### src/msr_pkg.sv
// Package with constants and carrier types for the multiword shift register unit.
// Summary of operation
// - Decode three opcodes: unidirectional, reversible and word-position shift.
// - Unidirectional shift on rising shift input; data input enters bit 0.
// - Unidirectional shift drops the top bit; carry keeps its value, error flag is cleared.
// - Unidirectional reset input high clears every word of the span.
// - Reset input wins over shift and data inputs.
// - Unidirectional start above end: no error, only start word shifts.
// - Span is one register, start bit 0 lowest, end bit 15 highest.
// - Control word bits: 12 direction, 13 data, 14 shift, 15 reset.
// - Direction bit 1 shifts right, 0 shifts left.
// - Left shift: data into start bit 0, end bit 15 into carry.
// - Right shift: data into end bit 15, start bit 0 into carry.
// - Reversible reset bit holds span and carry at zero, ignoring shifts.
// - Carry takes the bit shifted out; reset clears it.
// - Reversible and word shifts set error when start exceeds end.
// - Word shift moves words toward end, source into start, end lost.
package msr_pkg;
    localparam int WORD_W = 16;
    localparam int ADDR_W = 6;
    localparam int NWORDS = 64;
    localparam logic [7:0] OP_UNIDIR = 8'h10;
    localparam logic [7:0] OP_REVERS = 8'h84;
    localparam logic [7:0] OP_WORDSH = 8'h16;
    localparam int CTL_DIR = 12;
    localparam int CTL_DATA = 13;
    localparam int CTL_SHIFT = 14;
    localparam int CTL_RESET = 15;
    localparam logic [15:0] WORD_RST = 16'h0000;
    localparam int STAT_DONE = 0;
    localparam int STAT_ERR = 1;
    localparam int STAT_CARRY = 2;
    localparam int STAT_W = 3;

    typedef struct packed {
        logic [7:0] opcode;
        logic [5:0] start_word;
        logic [5:0] end_word;
        logic [15:0] operand;
        logic data_in;
        logic shift_in;
        logic reset_in;
    } msr_cmd_s;

    typedef enum logic [1:0] {
        MSR_IDLE,
        MSR_RUN
    } msr_state_e;
endpackage

### src/msr_top.sv
// Multiword shift register unit: word memory, decoder and sequencing.
//
// The register offsets and the strobed register port were decided locally.
`timescale 1ns/10ps
module msr_top
    import msr_pkg::*;
(
    // Clock and reset
    input wire logic I_CLK,
    input wire logic I_SRST,
    // Instruction issue
    input wire logic I_EXEC,
    input wire msr_cmd_s I_CMD,
    // Register port
    input wire logic [ADDR_W-1:0] I_ADDR,
    input wire logic [WORD_W-1:0] I_WDATA,
    input wire logic I_WR,
    input wire logic I_RD,
    output logic [WORD_W-1:0] O_RDATA,
    // Memory word access
    input wire logic [ADDR_W-1:0] I_MADDR,
    input wire logic [WORD_W-1:0] I_MWDATA,
    input wire logic I_MWR,
    output logic [WORD_W-1:0] O_MRDATA,
    // Status
    output logic O_BUSY,
    output logic O_ERROR,
    output logic O_CARRY,
    output logic O_IRQ
);
    localparam logic [ADDR_W-1:0] REG_STATUS = 6'h00;
    localparam logic [ADDR_W-1:0] REG_MASK = 6'h01;
    localparam logic [ADDR_W-1:0] REG_FLAGS = 6'h02;
    localparam logic [ADDR_W-1:0] REG_MAXLEN = 6'h03;

    logic [WORD_W-1:0] mem_q [NWORDS];
    msr_cmd_s cmd_q;
    msr_state_e state_q;
    logic [ADDR_W-1:0] ptr_q;
    logic [ADDR_W-1:0] last_q;
    logic right_q;
    logic clear_q;
    logic wmode_q;
    logic bit_q;
    logic [WORD_W-1:0] hold_q;
    logic shift_prev_q;
    logic err_q;
    logic carry_q;
    logic busy_q;
    logic [STAT_W-1:0] stat_q;
    logic [STAT_W-1:0] mask_q;
    logic [WORD_W-1:0] rdata_q;
    logic [WORD_W-1:0] mrdata_q;
    logic irq_q;
    logic [WORD_W-1:0] cur_word;
    logic [WORD_W-1:0] shifted;
    logic bit_out;
    logic done_ev;
    logic start_ok;
    logic is_uni;
    logic is_rev;
    logic is_wsh;
    logic do_op;
    logic rev_clear;
    logic rev_shift;
    logic do_idle;
    logic rev_right;
    logic uni_go;
    logic rw_go;
    logic launch;
    logic at_last;
    logic stat_rd;
    logic mask_wr;
    logic [STAT_W-1:0] stat_ev;
    logic [STAT_W-1:0] stat_d;
    logic [STAT_W-1:0] mask_d;

    // The walk wraps with the address width, so the memory must fill that space exactly.
    if (NWORDS != (1 << ADDR_W) || WORD_W != 16 || STAT_W > WORD_W) begin : g_size_check
        $error("word memory and field widths do not fit the shift datapath");
    end

    assign cur_word = mem_q[ptr_q];
    assign start_ok = I_CMD.start_word <= I_CMD.end_word;
    assign is_uni = I_CMD.opcode == OP_UNIDIR;
    assign is_rev = I_CMD.opcode == OP_REVERS;
    assign is_wsh = I_CMD.opcode == OP_WORDSH;
    assign rev_clear = I_CMD.operand[CTL_RESET];
    assign rev_shift = I_CMD.operand[CTL_SHIFT];
    assign do_op = I_EXEC && !busy_q;
    assign do_idle = do_op && state_q == MSR_IDLE;
    assign rev_right = is_rev && I_CMD.operand[CTL_DIR];
    assign uni_go = do_idle && is_uni
                    && (I_CMD.reset_in || (I_CMD.shift_in && !shift_prev_q));
    assign rw_go = do_idle && (is_rev || is_wsh) && start_ok
                   && (is_wsh || rev_clear || rev_shift);
    assign launch = uni_go || rw_go;
    assign at_last = state_q == MSR_RUN && ptr_q == last_q;

    msr_word_shift u_shift (
        .i_word(cur_word),
        .i_right(right_q),
        .i_bit(bit_q),
        .o_word(shifted),
        .o_bit(bit_out)
    );

    // Sequencer: one word per cycle from the first word toward the last.
    always_ff @(posedge I_CLK) begin
        if (I_SRST) begin
            state_q <= MSR_IDLE;
            busy_q <= 1'b0;
        end else begin
            case (state_q)
                MSR_IDLE: begin
                    if (launch) begin
                        state_q <= MSR_RUN;
                        busy_q <= 1'b1;
                    end
                end
                MSR_RUN: begin
                    if (ptr_q == last_q) begin
                        state_q <= MSR_IDLE;
                        busy_q <= 1'b0;
                    end
                end
                default: begin
                    state_q <= MSR_IDLE;
                    busy_q <= 1'b0;
                end
            endcase
        end
    end

    // Completion pulse for every accepted command, walked or refused.
    always_ff @(posedge I_CLK) begin
        if (I_SRST) begin
            done_ev <= 1'b0;
        end else begin
            done_ev <= (do_idle && !launch) || at_last;
        end
    end

    // Edge memory of the shift input, kept from one bit shift issue to the next.
    always_ff @(posedge I_CLK) begin
        if (I_SRST) begin
            shift_prev_q <= 1'b0;
        end else if (do_idle && is_uni) begin
            shift_prev_q <= I_CMD.shift_in;
        end
    end

    // Command latch and the mode bits of the walk.
    always_ff @(posedge I_CLK) begin
        if (I_SRST) begin
            cmd_q <= '0;
            right_q <= 1'b0;
            clear_q <= 1'b0;
            wmode_q <= 1'b0;
        end else if (launch) begin
            cmd_q <= I_CMD;
            right_q <= rev_right;
            clear_q <= (is_uni && I_CMD.reset_in) || (is_rev && rev_clear);
            wmode_q <= is_wsh;
        end
    end

    // Word pointer and the word at which the walk stops.
    always_ff @(posedge I_CLK) begin
        if (I_SRST) begin
            ptr_q <= '0;
            last_q <= '0;
        end else if (launch) begin
            // right shift walks from the end word down
            ptr_q <= rev_right ? I_CMD.end_word : I_CMD.start_word;
            // start above end: start word only
            last_q <= (rev_right || !start_ok) ? I_CMD.start_word : I_CMD.end_word;
        end else if (state_q == MSR_RUN && ptr_q != last_q) begin
            ptr_q <= right_q ? ptr_q - 6'h01 : ptr_q + 6'h01;
        end
    end

    // Bit and word carried from one word of the walk to the next.
    always_ff @(posedge I_CLK) begin
        if (I_SRST) begin
            bit_q <= 1'b0;
            hold_q <= WORD_RST;
        end else if (launch) begin
            // rising shift, data enters bit 0
            bit_q <= is_uni ? I_CMD.data_in : I_CMD.operand[CTL_DATA];
            hold_q <= I_CMD.operand;
        end else if (state_q == MSR_RUN) begin
            // bits chain from word to word as one register
            bit_q <= bit_out;
            // carry the old word into the next position
            hold_q <= cur_word;
        end
    end

    // Word memory: shift datapath writes, otherwise the access port.
    always_ff @(posedge I_CLK) begin
        if (state_q == MSR_RUN) begin
            if (clear_q) begin
                mem_q[ptr_q] <= WORD_RST;
            end else if (wmode_q) begin
                mem_q[ptr_q] <= hold_q;
            end else begin
                mem_q[ptr_q] <= shifted;
            end
        end else if (I_MWR) begin
            mem_q[I_MADDR] <= I_MWDATA;
        end
        mrdata_q <= mem_q[I_MADDR];
    end

    // Error flag, set or cleared by every accepted command of the three opcodes.
    always_ff @(posedge I_CLK) begin
        if (I_SRST) begin
            err_q <= 1'b0;
        end else if (do_idle && is_uni) begin
            err_q <= 1'b0;
        end else if (do_idle && (is_rev || is_wsh)) begin
            // start above end flags an error
            err_q <= !start_ok;
        end
    end

    // Carry flag of the reversible register.
    always_ff @(posedge I_CLK) begin
        if (I_SRST) begin
            carry_q <= 1'b0;
        end else if (rw_go && is_rev && rev_clear) begin
            carry_q <= 1'b0;
        end else if (at_last && !wmode_q && cmd_q.opcode == OP_REVERS && !clear_q) begin
            // left shift end bit 15 into carry
            carry_q <= bit_out;
        end
    end

    // Status events of the command that has just finished.
    always_comb begin
        stat_ev = '0;
        stat_ev[STAT_DONE] = done_ev;
        stat_ev[STAT_ERR] = done_ev && err_q;
        stat_ev[STAT_CARRY] = done_ev && carry_q;
    end

    assign stat_rd = I_RD && I_ADDR == REG_STATUS;
    assign mask_wr = I_WR && I_ADDR == REG_MASK;
    // A read clears the sticky bits, but an event in the same cycle wins.
    assign stat_d = stat_rd ? stat_ev : (stat_q | stat_ev);
    assign mask_d = mask_wr ? I_WDATA[STAT_W-1:0] : mask_q;

    // Sticky status, mask and level interrupt.
    always_ff @(posedge I_CLK) begin
        if (I_SRST) begin
            stat_q <= '0;
            mask_q <= '0;
            irq_q <= 1'b0;
        end else begin
            stat_q <= stat_d;
            mask_q <= mask_d;
            irq_q <= |(stat_d & mask_d);
        end
    end

    // Register reads, data valid only in the cycle after the strobe.
    always_ff @(posedge I_CLK) begin
        if (I_SRST) begin
            rdata_q <= '0;
        end else if (I_RD) begin
            case (I_ADDR)
                REG_STATUS: rdata_q <= {{(WORD_W-STAT_W){1'b0}}, stat_q};
                REG_MASK: rdata_q <= {{(WORD_W-STAT_W){1'b0}}, mask_q};
                REG_FLAGS: rdata_q <= {13'h0000, carry_q, err_q, busy_q};
                REG_MAXLEN: rdata_q <= 16'(NWORDS);
                default: rdata_q <= '0;
            endcase
        end else begin
            rdata_q <= '0;
        end
    end

    assign O_RDATA = rdata_q;
    assign O_MRDATA = mrdata_q;
    assign O_BUSY = busy_q;
    assign O_ERROR = err_q;
    assign O_CARRY = carry_q;
    assign O_IRQ = irq_q;
endmodule

### src/msr_word_shift.sv
// One-word combinational shift step with bit input and outgoing bit.
`timescale 1ns/10ps
module msr_word_shift
    import msr_pkg::*;
(
    // Word and direction
    input wire logic [WORD_W-1:0] i_word,
    input wire logic i_right,
    input wire logic i_bit,
    // Result
    output logic [WORD_W-1:0] o_word,
    output logic o_bit
);
    always_comb begin
        if (i_right) begin
            o_word = {i_bit, i_word[WORD_W-1:1]};
            o_bit = i_word[0];
        end else begin
            o_word = {i_word[WORD_W-2:0], i_bit};
            o_bit = i_word[WORD_W-1];
        end
    end
endmodule

### config.mk
export PLATFORM = sky130hd
export DESIGN_NAME = msr_top
export DESIGN_NICKNAME = d
export VERILOG_FILES = /design/src/msr_pkg.sv /design/src/msr_top.sv /design/src/msr_word_shift.sv
export SDC_FILE = /design/constraint.sdc
export NUM_CORES = 1
export LEC_CHECK = 0
export BUFFER_PORTS_ARGS = -buffer_cell sky130_fd_sc_hd__buf_4
export CORE_MARGIN = 2
export CORE_UTILIZATION = 40
export DETAILED_ROUTE_END_ITERATION = 10
export GPL_TIMING_DRIVEN = 0
export PLACE_DENSITY_LB_ADDON = 0.3
export SETUP_SLACK_MARGIN = 0.15
export SYNTH_ARGS = -nofsm -noshare
export SYNTH_HDL_FRONTEND = slang
export SYNTH_SLANG_ARGS = --single-unit
export TNS_END_PERCENT = 1
### constraint.sdc
create_clock -name I_CLK -period 5.3 [get_ports I_CLK]
set_input_delay 1.06 -clock I_CLK [delete_from_list [all_inputs] [get_ports I_CLK]]
set_output_delay 1.06 -clock I_CLK [all_outputs]
set_load 0.05 [all_outputs]
# [Word-level counts from Yosys, hierarchy flattened]
# Memory sizes are Yosys's and may differ from the RTL's. A register that Yosys moved wholly into a read port is not among the register bits.
# Cells that the tools add are included.
[totals] reg_bits=70 mem_bits_rw=1024 inputBits=89 memories=1
[classes] add_sub_neg=2 magnitude_cmp=1 n_eq_ne=12 n_mux=42 bitwise_logic=5 n_reduce_logical=47
[memory_table] memory="mem_q" words=64 width=16 read_ports=2 rd_clocked_by_memory_dff=2 write_ports=1 line="msr_top.sv:36" rtl="logic [WORD_W-1:0] mem_q [NWORDS];"
[ops] cell="16-bit 2-to-1 mux" n=6
[ops] cell="6-bit 2-to-1 mux" n=8
[ops] cell="7-bit one-hot mux with 4 select lines" n=1
[ops] cell="1-bit logical AND" n=23
[ops] cell="1-bit 2-to-1 mux" n=21
[ops] cell="8-bit by 5-bit == test with 1-bit output, second input constant" n=2
[ops] cell="8-bit == test, second input constant" n=2
[ops] cell="16-bit OR reduction" n=1
[ops] cell="6-bit by 2-bit == test with 1-bit output, second input constant" n=2
[ops] cell="1-bit logical OR" n=8
[ops] cell="6-bit by 1-bit adder with 6-bit output, second input constant" n=1
[ops] cell="6-bit by 1-bit == test with 1-bit output, second input constant" n=1
[ops] cell="6-bit == test" n=1
[ops] cell="6-bit <= comparator" n=1
[ops] cell="1-bit logical NOT" n=6
[ops] cell="6-bit logical NOT" n=1
[ops] cell="3-bit 2-to-1 mux" n=2
[ops] cell="6-bit inequality test" n=1
[ops] cell="2-bit OR reduction" n=3
[ops] cell="6-bit by 1-bit subtractor with 6-bit output, second input constant" n=1
[ops] cell="2-bit 2-to-1 mux" n=2
[ops] cell="2-bit one-hot mux with 2 select lines" n=1
[ops] cell="2-bit nonzero test" n=2
[ops] cell="3-bit bitwise AND" n=1
[ops] cell="other kinds (10)" n=11

# [Logic depth before layout (Yosys ltp)]
[depth] ltp_word=10 ltp_mapped=12

# [Hierarchy]
# A second synthesis with hierarchy kept.
[hier_totals] cells_unflattened=3060 hier_area_um2=51834.7
[modules_own_cells] module="msr_top" n_inst=1 cells_each=3041 area_per_inst_um2=51574.5 seq_area_each_um2=32311.0
[modules_own_cells] module="msr_word_shift" n_inst=1 cells_each=19 area_per_inst_um2=260.2 seq_area_each_um2=0.0

# [Worst setup path after synthesis]
# OpenSTA, ideal clock, no wires.
[synth_path] kind="register to register" startpoint="register with a tool-made name" endpoint="memory mem_q[0][13], data pin" arrival_time_ns=3.802 setup_slack_ns=0.931 stages_incl_launch_ff=10 n_path_buf=4 synth_period_minus_slack_ns=4.369 cell_sequence="dfxtp_1 -> buf_4 -> buf_2 -> clkbuf_1 -> buf_2 -> mux4_2 -> mux2i_1 -> a221oi_1 -> a21oi_1 -> o221ai_1"
[synth_lines] item="to (decl)" line="msr_top.sv:36"

# [Worst setup path in the final report]
[layout_path] startpoint="input port I_MADDR[1]" endpoint="memory mem_q[59][1] (enable)"
[layout_via] elab_chain_len=1
[layout_lines] item="from (decl)" line="msr_top.sv:21" rtl="input wire logic [ADDR_W-1:0] I_MADDR,"
[layout_lines] item="6-bit 2-to-1 mux (no line)"
# Every way passes these cells.

==> metrics.txt <==
startpoint types input port; setup violators final 96; Final HPWL DP 140 mm; CP peak stage delay between 0.9 and 1 ns; final hold vios 0; die area 131,000 um2; Slowest-stage cell, CP nor2_2; Cell Area, Placed about 56,000 um2; Pleak around 19 nW; final worst-path cycle share 104%; Max Freq 182 MHz; first-pass GRT wire length roughly 260 mm; status complete, but fails checks; Crit path buffers/inverters 5; most frequent cell after synthesis edfxtp_1; CTS H-tree lvls 3; CTS buffer count ~120; Hold WS 0.459 ns; DRT Wirelength 194 mm; Cell variety after synth slightly below 70; number of buffers added on ports 93; Top Ports 125; Syn Inst Count 2,554; Avg WL per Cell 42.0 um; skew final 0.0330 ns; failing checks setup timing; Die X 362 um; GR Layer Usage met1 37.5%; compound-cell area share of the yosys netlist 2.91%; worst slew pin tran roughly 1.5 ns; slack of the critical path -0.204 ns; WS Path Type input port to register; Min-Delay Path Depth 1; Starting Density 40.3%; post-route core utilization 47.1%; Nets 2,961; vias in the first global route between 30,000 and 40,000; WP depth 9; Req. time, crit path 5.72 ns; Critical Path, Cell by Cell clkbuf_1 -> clkbuf_1 -> clkbuf_1 -> inv_1 -> or3_1 -> o21ai_0 -> nand2_1 -> nor2_2 -> buf_8; cell taking the most area after synthesis edfxtp_1; leading register cell type out of synthesis edfxtp_1; mux cell area share after synthesis 28.8%; average cell area after synthesis approximately 20 um2; Mapped Area 51,300 um2; row count between 100 and 150; area delta synth->final 16.9%; Clock Sinks between 1,000 and 1,500; pwr dens about 320 nW/um2; clock-pin slew on the worst setup and hold paths 0.06 ns; largest family of logic cells by synthesized area multiplexers; EDFF count, synth approximately 1,000; synth top area cells edfxtp_1 (60%), mux4_2 (27%), dfxtp_1 (3.0%); DR vias/cell slightly below 7; Relative slew margins 1.20%; met3 GRT Util 9.29%; FILL cells 10,500; CP Capture Type register; Final ANT Viol Nets 0; GRT Util Overall 29.4%; Final GP Congestion 1.03; Hold Path Class register to register; flops & latches, synth 1,102; CP Data Arrival Time about 5.9 ns; Die Y 362 um; top cell family by delay on the critical path buffers and inverters; Synth top area share between 50% and 60%; DR DRC count 0; Max Fanout on Critical Path 10; Root Buffer clkbuf_16; synthesis warning total 0; worst vdd ir ~280 uV; layout cells sized above 1 39.8%; final slew viol count 0; R2R depth 10; adder-cell share of the synthesized area 0.283%; Via Count 31,700; Post-synth ARST share 0%; CTS tree built; DR iter-0 viols slightly below 5,000; largest net degree at the start of global routing 49; post-route cell area 60,000 um2; initial antenna violation count 21; post-layout minimum cycle time approximately 5.5 ns; GRT overflow 0; XOR/XNOR Fraction of Synth Area 0.188%; RSZ-0062 raised after global routing yes; Simple-Gate Fraction of Synth Area between 2 and 3%; max cap viols 0; clock latency on the worst-skew pair 0.74 ns; Pwr Total 0.0192 W; drt pass-1 iters 7; met2 Usage GRT 44.0%; GRT busiest layer met2; setup_tns -7.36 ns; most frequent CP cell clkbuf_1; most common library cells after synthesis edfxtp_1 (1,024), mux4_2 (609), nor2_1 (124), mux2i_1 (86), dfxtp_1 (78); core box area roughly 130,000 um2; maximum buffer depth of the clock tree 3; post-synthesis sequential area ratio between 60% and 70%
[worst reg2reg max path, stage by stage (launching register included)]
cell and delay, ns:
dfxtp_1 0.31, buf_4 0.21, buf_2 0.51, buf_2 0.58, clkdlybuf4s15_2 0.68, mux4_2 0.42
mux2i_1 0.51, a22oi_1 0.14, a31oi_1 0.73, o221ai_4 0.60, buf_12 0.39
[flip-flops by register name, indices dropped and copies added (netlist names), named ones only]
register,count
mem_q,1024
O_MRDATA,16
hold_q,16
cmd_q,8
last_q,6
ptr_q,6
O_RDATA,4
mask_q,3
stat_q,3
O_BUSY,1
O_CARRY,1
O_ERROR,1
O_IRQ,1
bit_q,1
clear_q,1
done_ev,1
right_q,1
shift_prev_q,1
wmode_q,1
[metrics by stage]
step | setup slack [ns] | cells
after floorplan | 0.931 | 2565
after global placement | -3.91 | 4320
after detailed placement | -0.454 | 4404
after CTS | 0.150 | 4620
after global routing | 0.0447 | 4621
final | -0.204 | 4625
[power by group]
| group | internal [W] | switching [W] |
|---|---|---|
| clock network | 0.00474 | 0.00352 |
| logic | 0.000464 | 0.000869 |
| registers | 0.00954 | 0.0000191 |
[final cells by class]
class                      instances  area, um2  share of cell area, %
antenna                            4       10.0                 0.0167
buffer                           202       1150                   1.91
clock buffer                     142       3150                   5.24
clock inverter                    74        663                   1.10
inverter                          17       63.8                  0.106
multi-input combinational       1244      18300                   30.5
sequential                      1102      32300                   53.8
tap                             1662       2080                   3.46
timing repair buffer             178       2330                   3.89
[layer usage]
layer  wire, um  share of wire, %  vias to the layer above
met5         94             0.048                        -
met4      14100               7.3                       14
met3      25400                13                      571
met2      86100                44                     2541
met1      68700                35                    16900
li1           -                 -                    11700
[cells by family after synthesis]
family | count (synthesis)
DFF | 1102
adders and majority gates | 11
AOI/OAI and AO/OA | 205
muxes | 714
xor gates and xnor gates | 11
other | 1
buffers and inverters | 220
and+or+nand+nor | 290
[cell usage in the layout (no fill, tap or decap), drive strengths merged, types with 4 or more instances in the layout]
cell type,Yosys,routed
o21ai,22,23
inv,15,20
or2,4,4
dfxtp,78,78
o221ai,6,6
a222oi,10,10
a22o,10,10
ha,10,10
and2,11,11
nand3,14,14
o31ai,6,6
mux2i,86,86
a211oi,23,23
nor2,124,124
o211ai,4,4
conb,1,12
a21oi,32,32
nand2,65,65
nor4,5,5
nand2b,11,11
mux2,19,19
xnor2,9,9
edfxtp,1024,1024
buf,127,298
nor3,14,14
clkbuf,76,219
nor3b,11,11
a221oi,14,14
clkdlybuf4s15,0,5
a221o,4,4
nor2b,12,12
diode,0,4
a21o,8,8
o22ai,16,16
clkinv,2,57
bufinv,0,11
mux4,609,609
a22oi,29,29
[timing repair]
item / 4_1_cts / 5_1_grt
resized for setup: 17 / 1
pin swaps: 1 / 0
setup buffers: 0 / 0
hold buffers: 0 / 0
setup endpoints to repair: 704 / 193
cloned: 1 / 0
[final timing paths]
check	start	endpoint	slack (ns)
max	I_MADDR[1]	mem_q[59][1]	-0.20
max reg2reg	register	mem_q[35][14]	-0.12
min	cmd_q[36]	cmd_q[36]	0.46
min reg2reg	cmd_q[36]	cmd_q[36]	0.46
(Power assumes the default switching activity.)
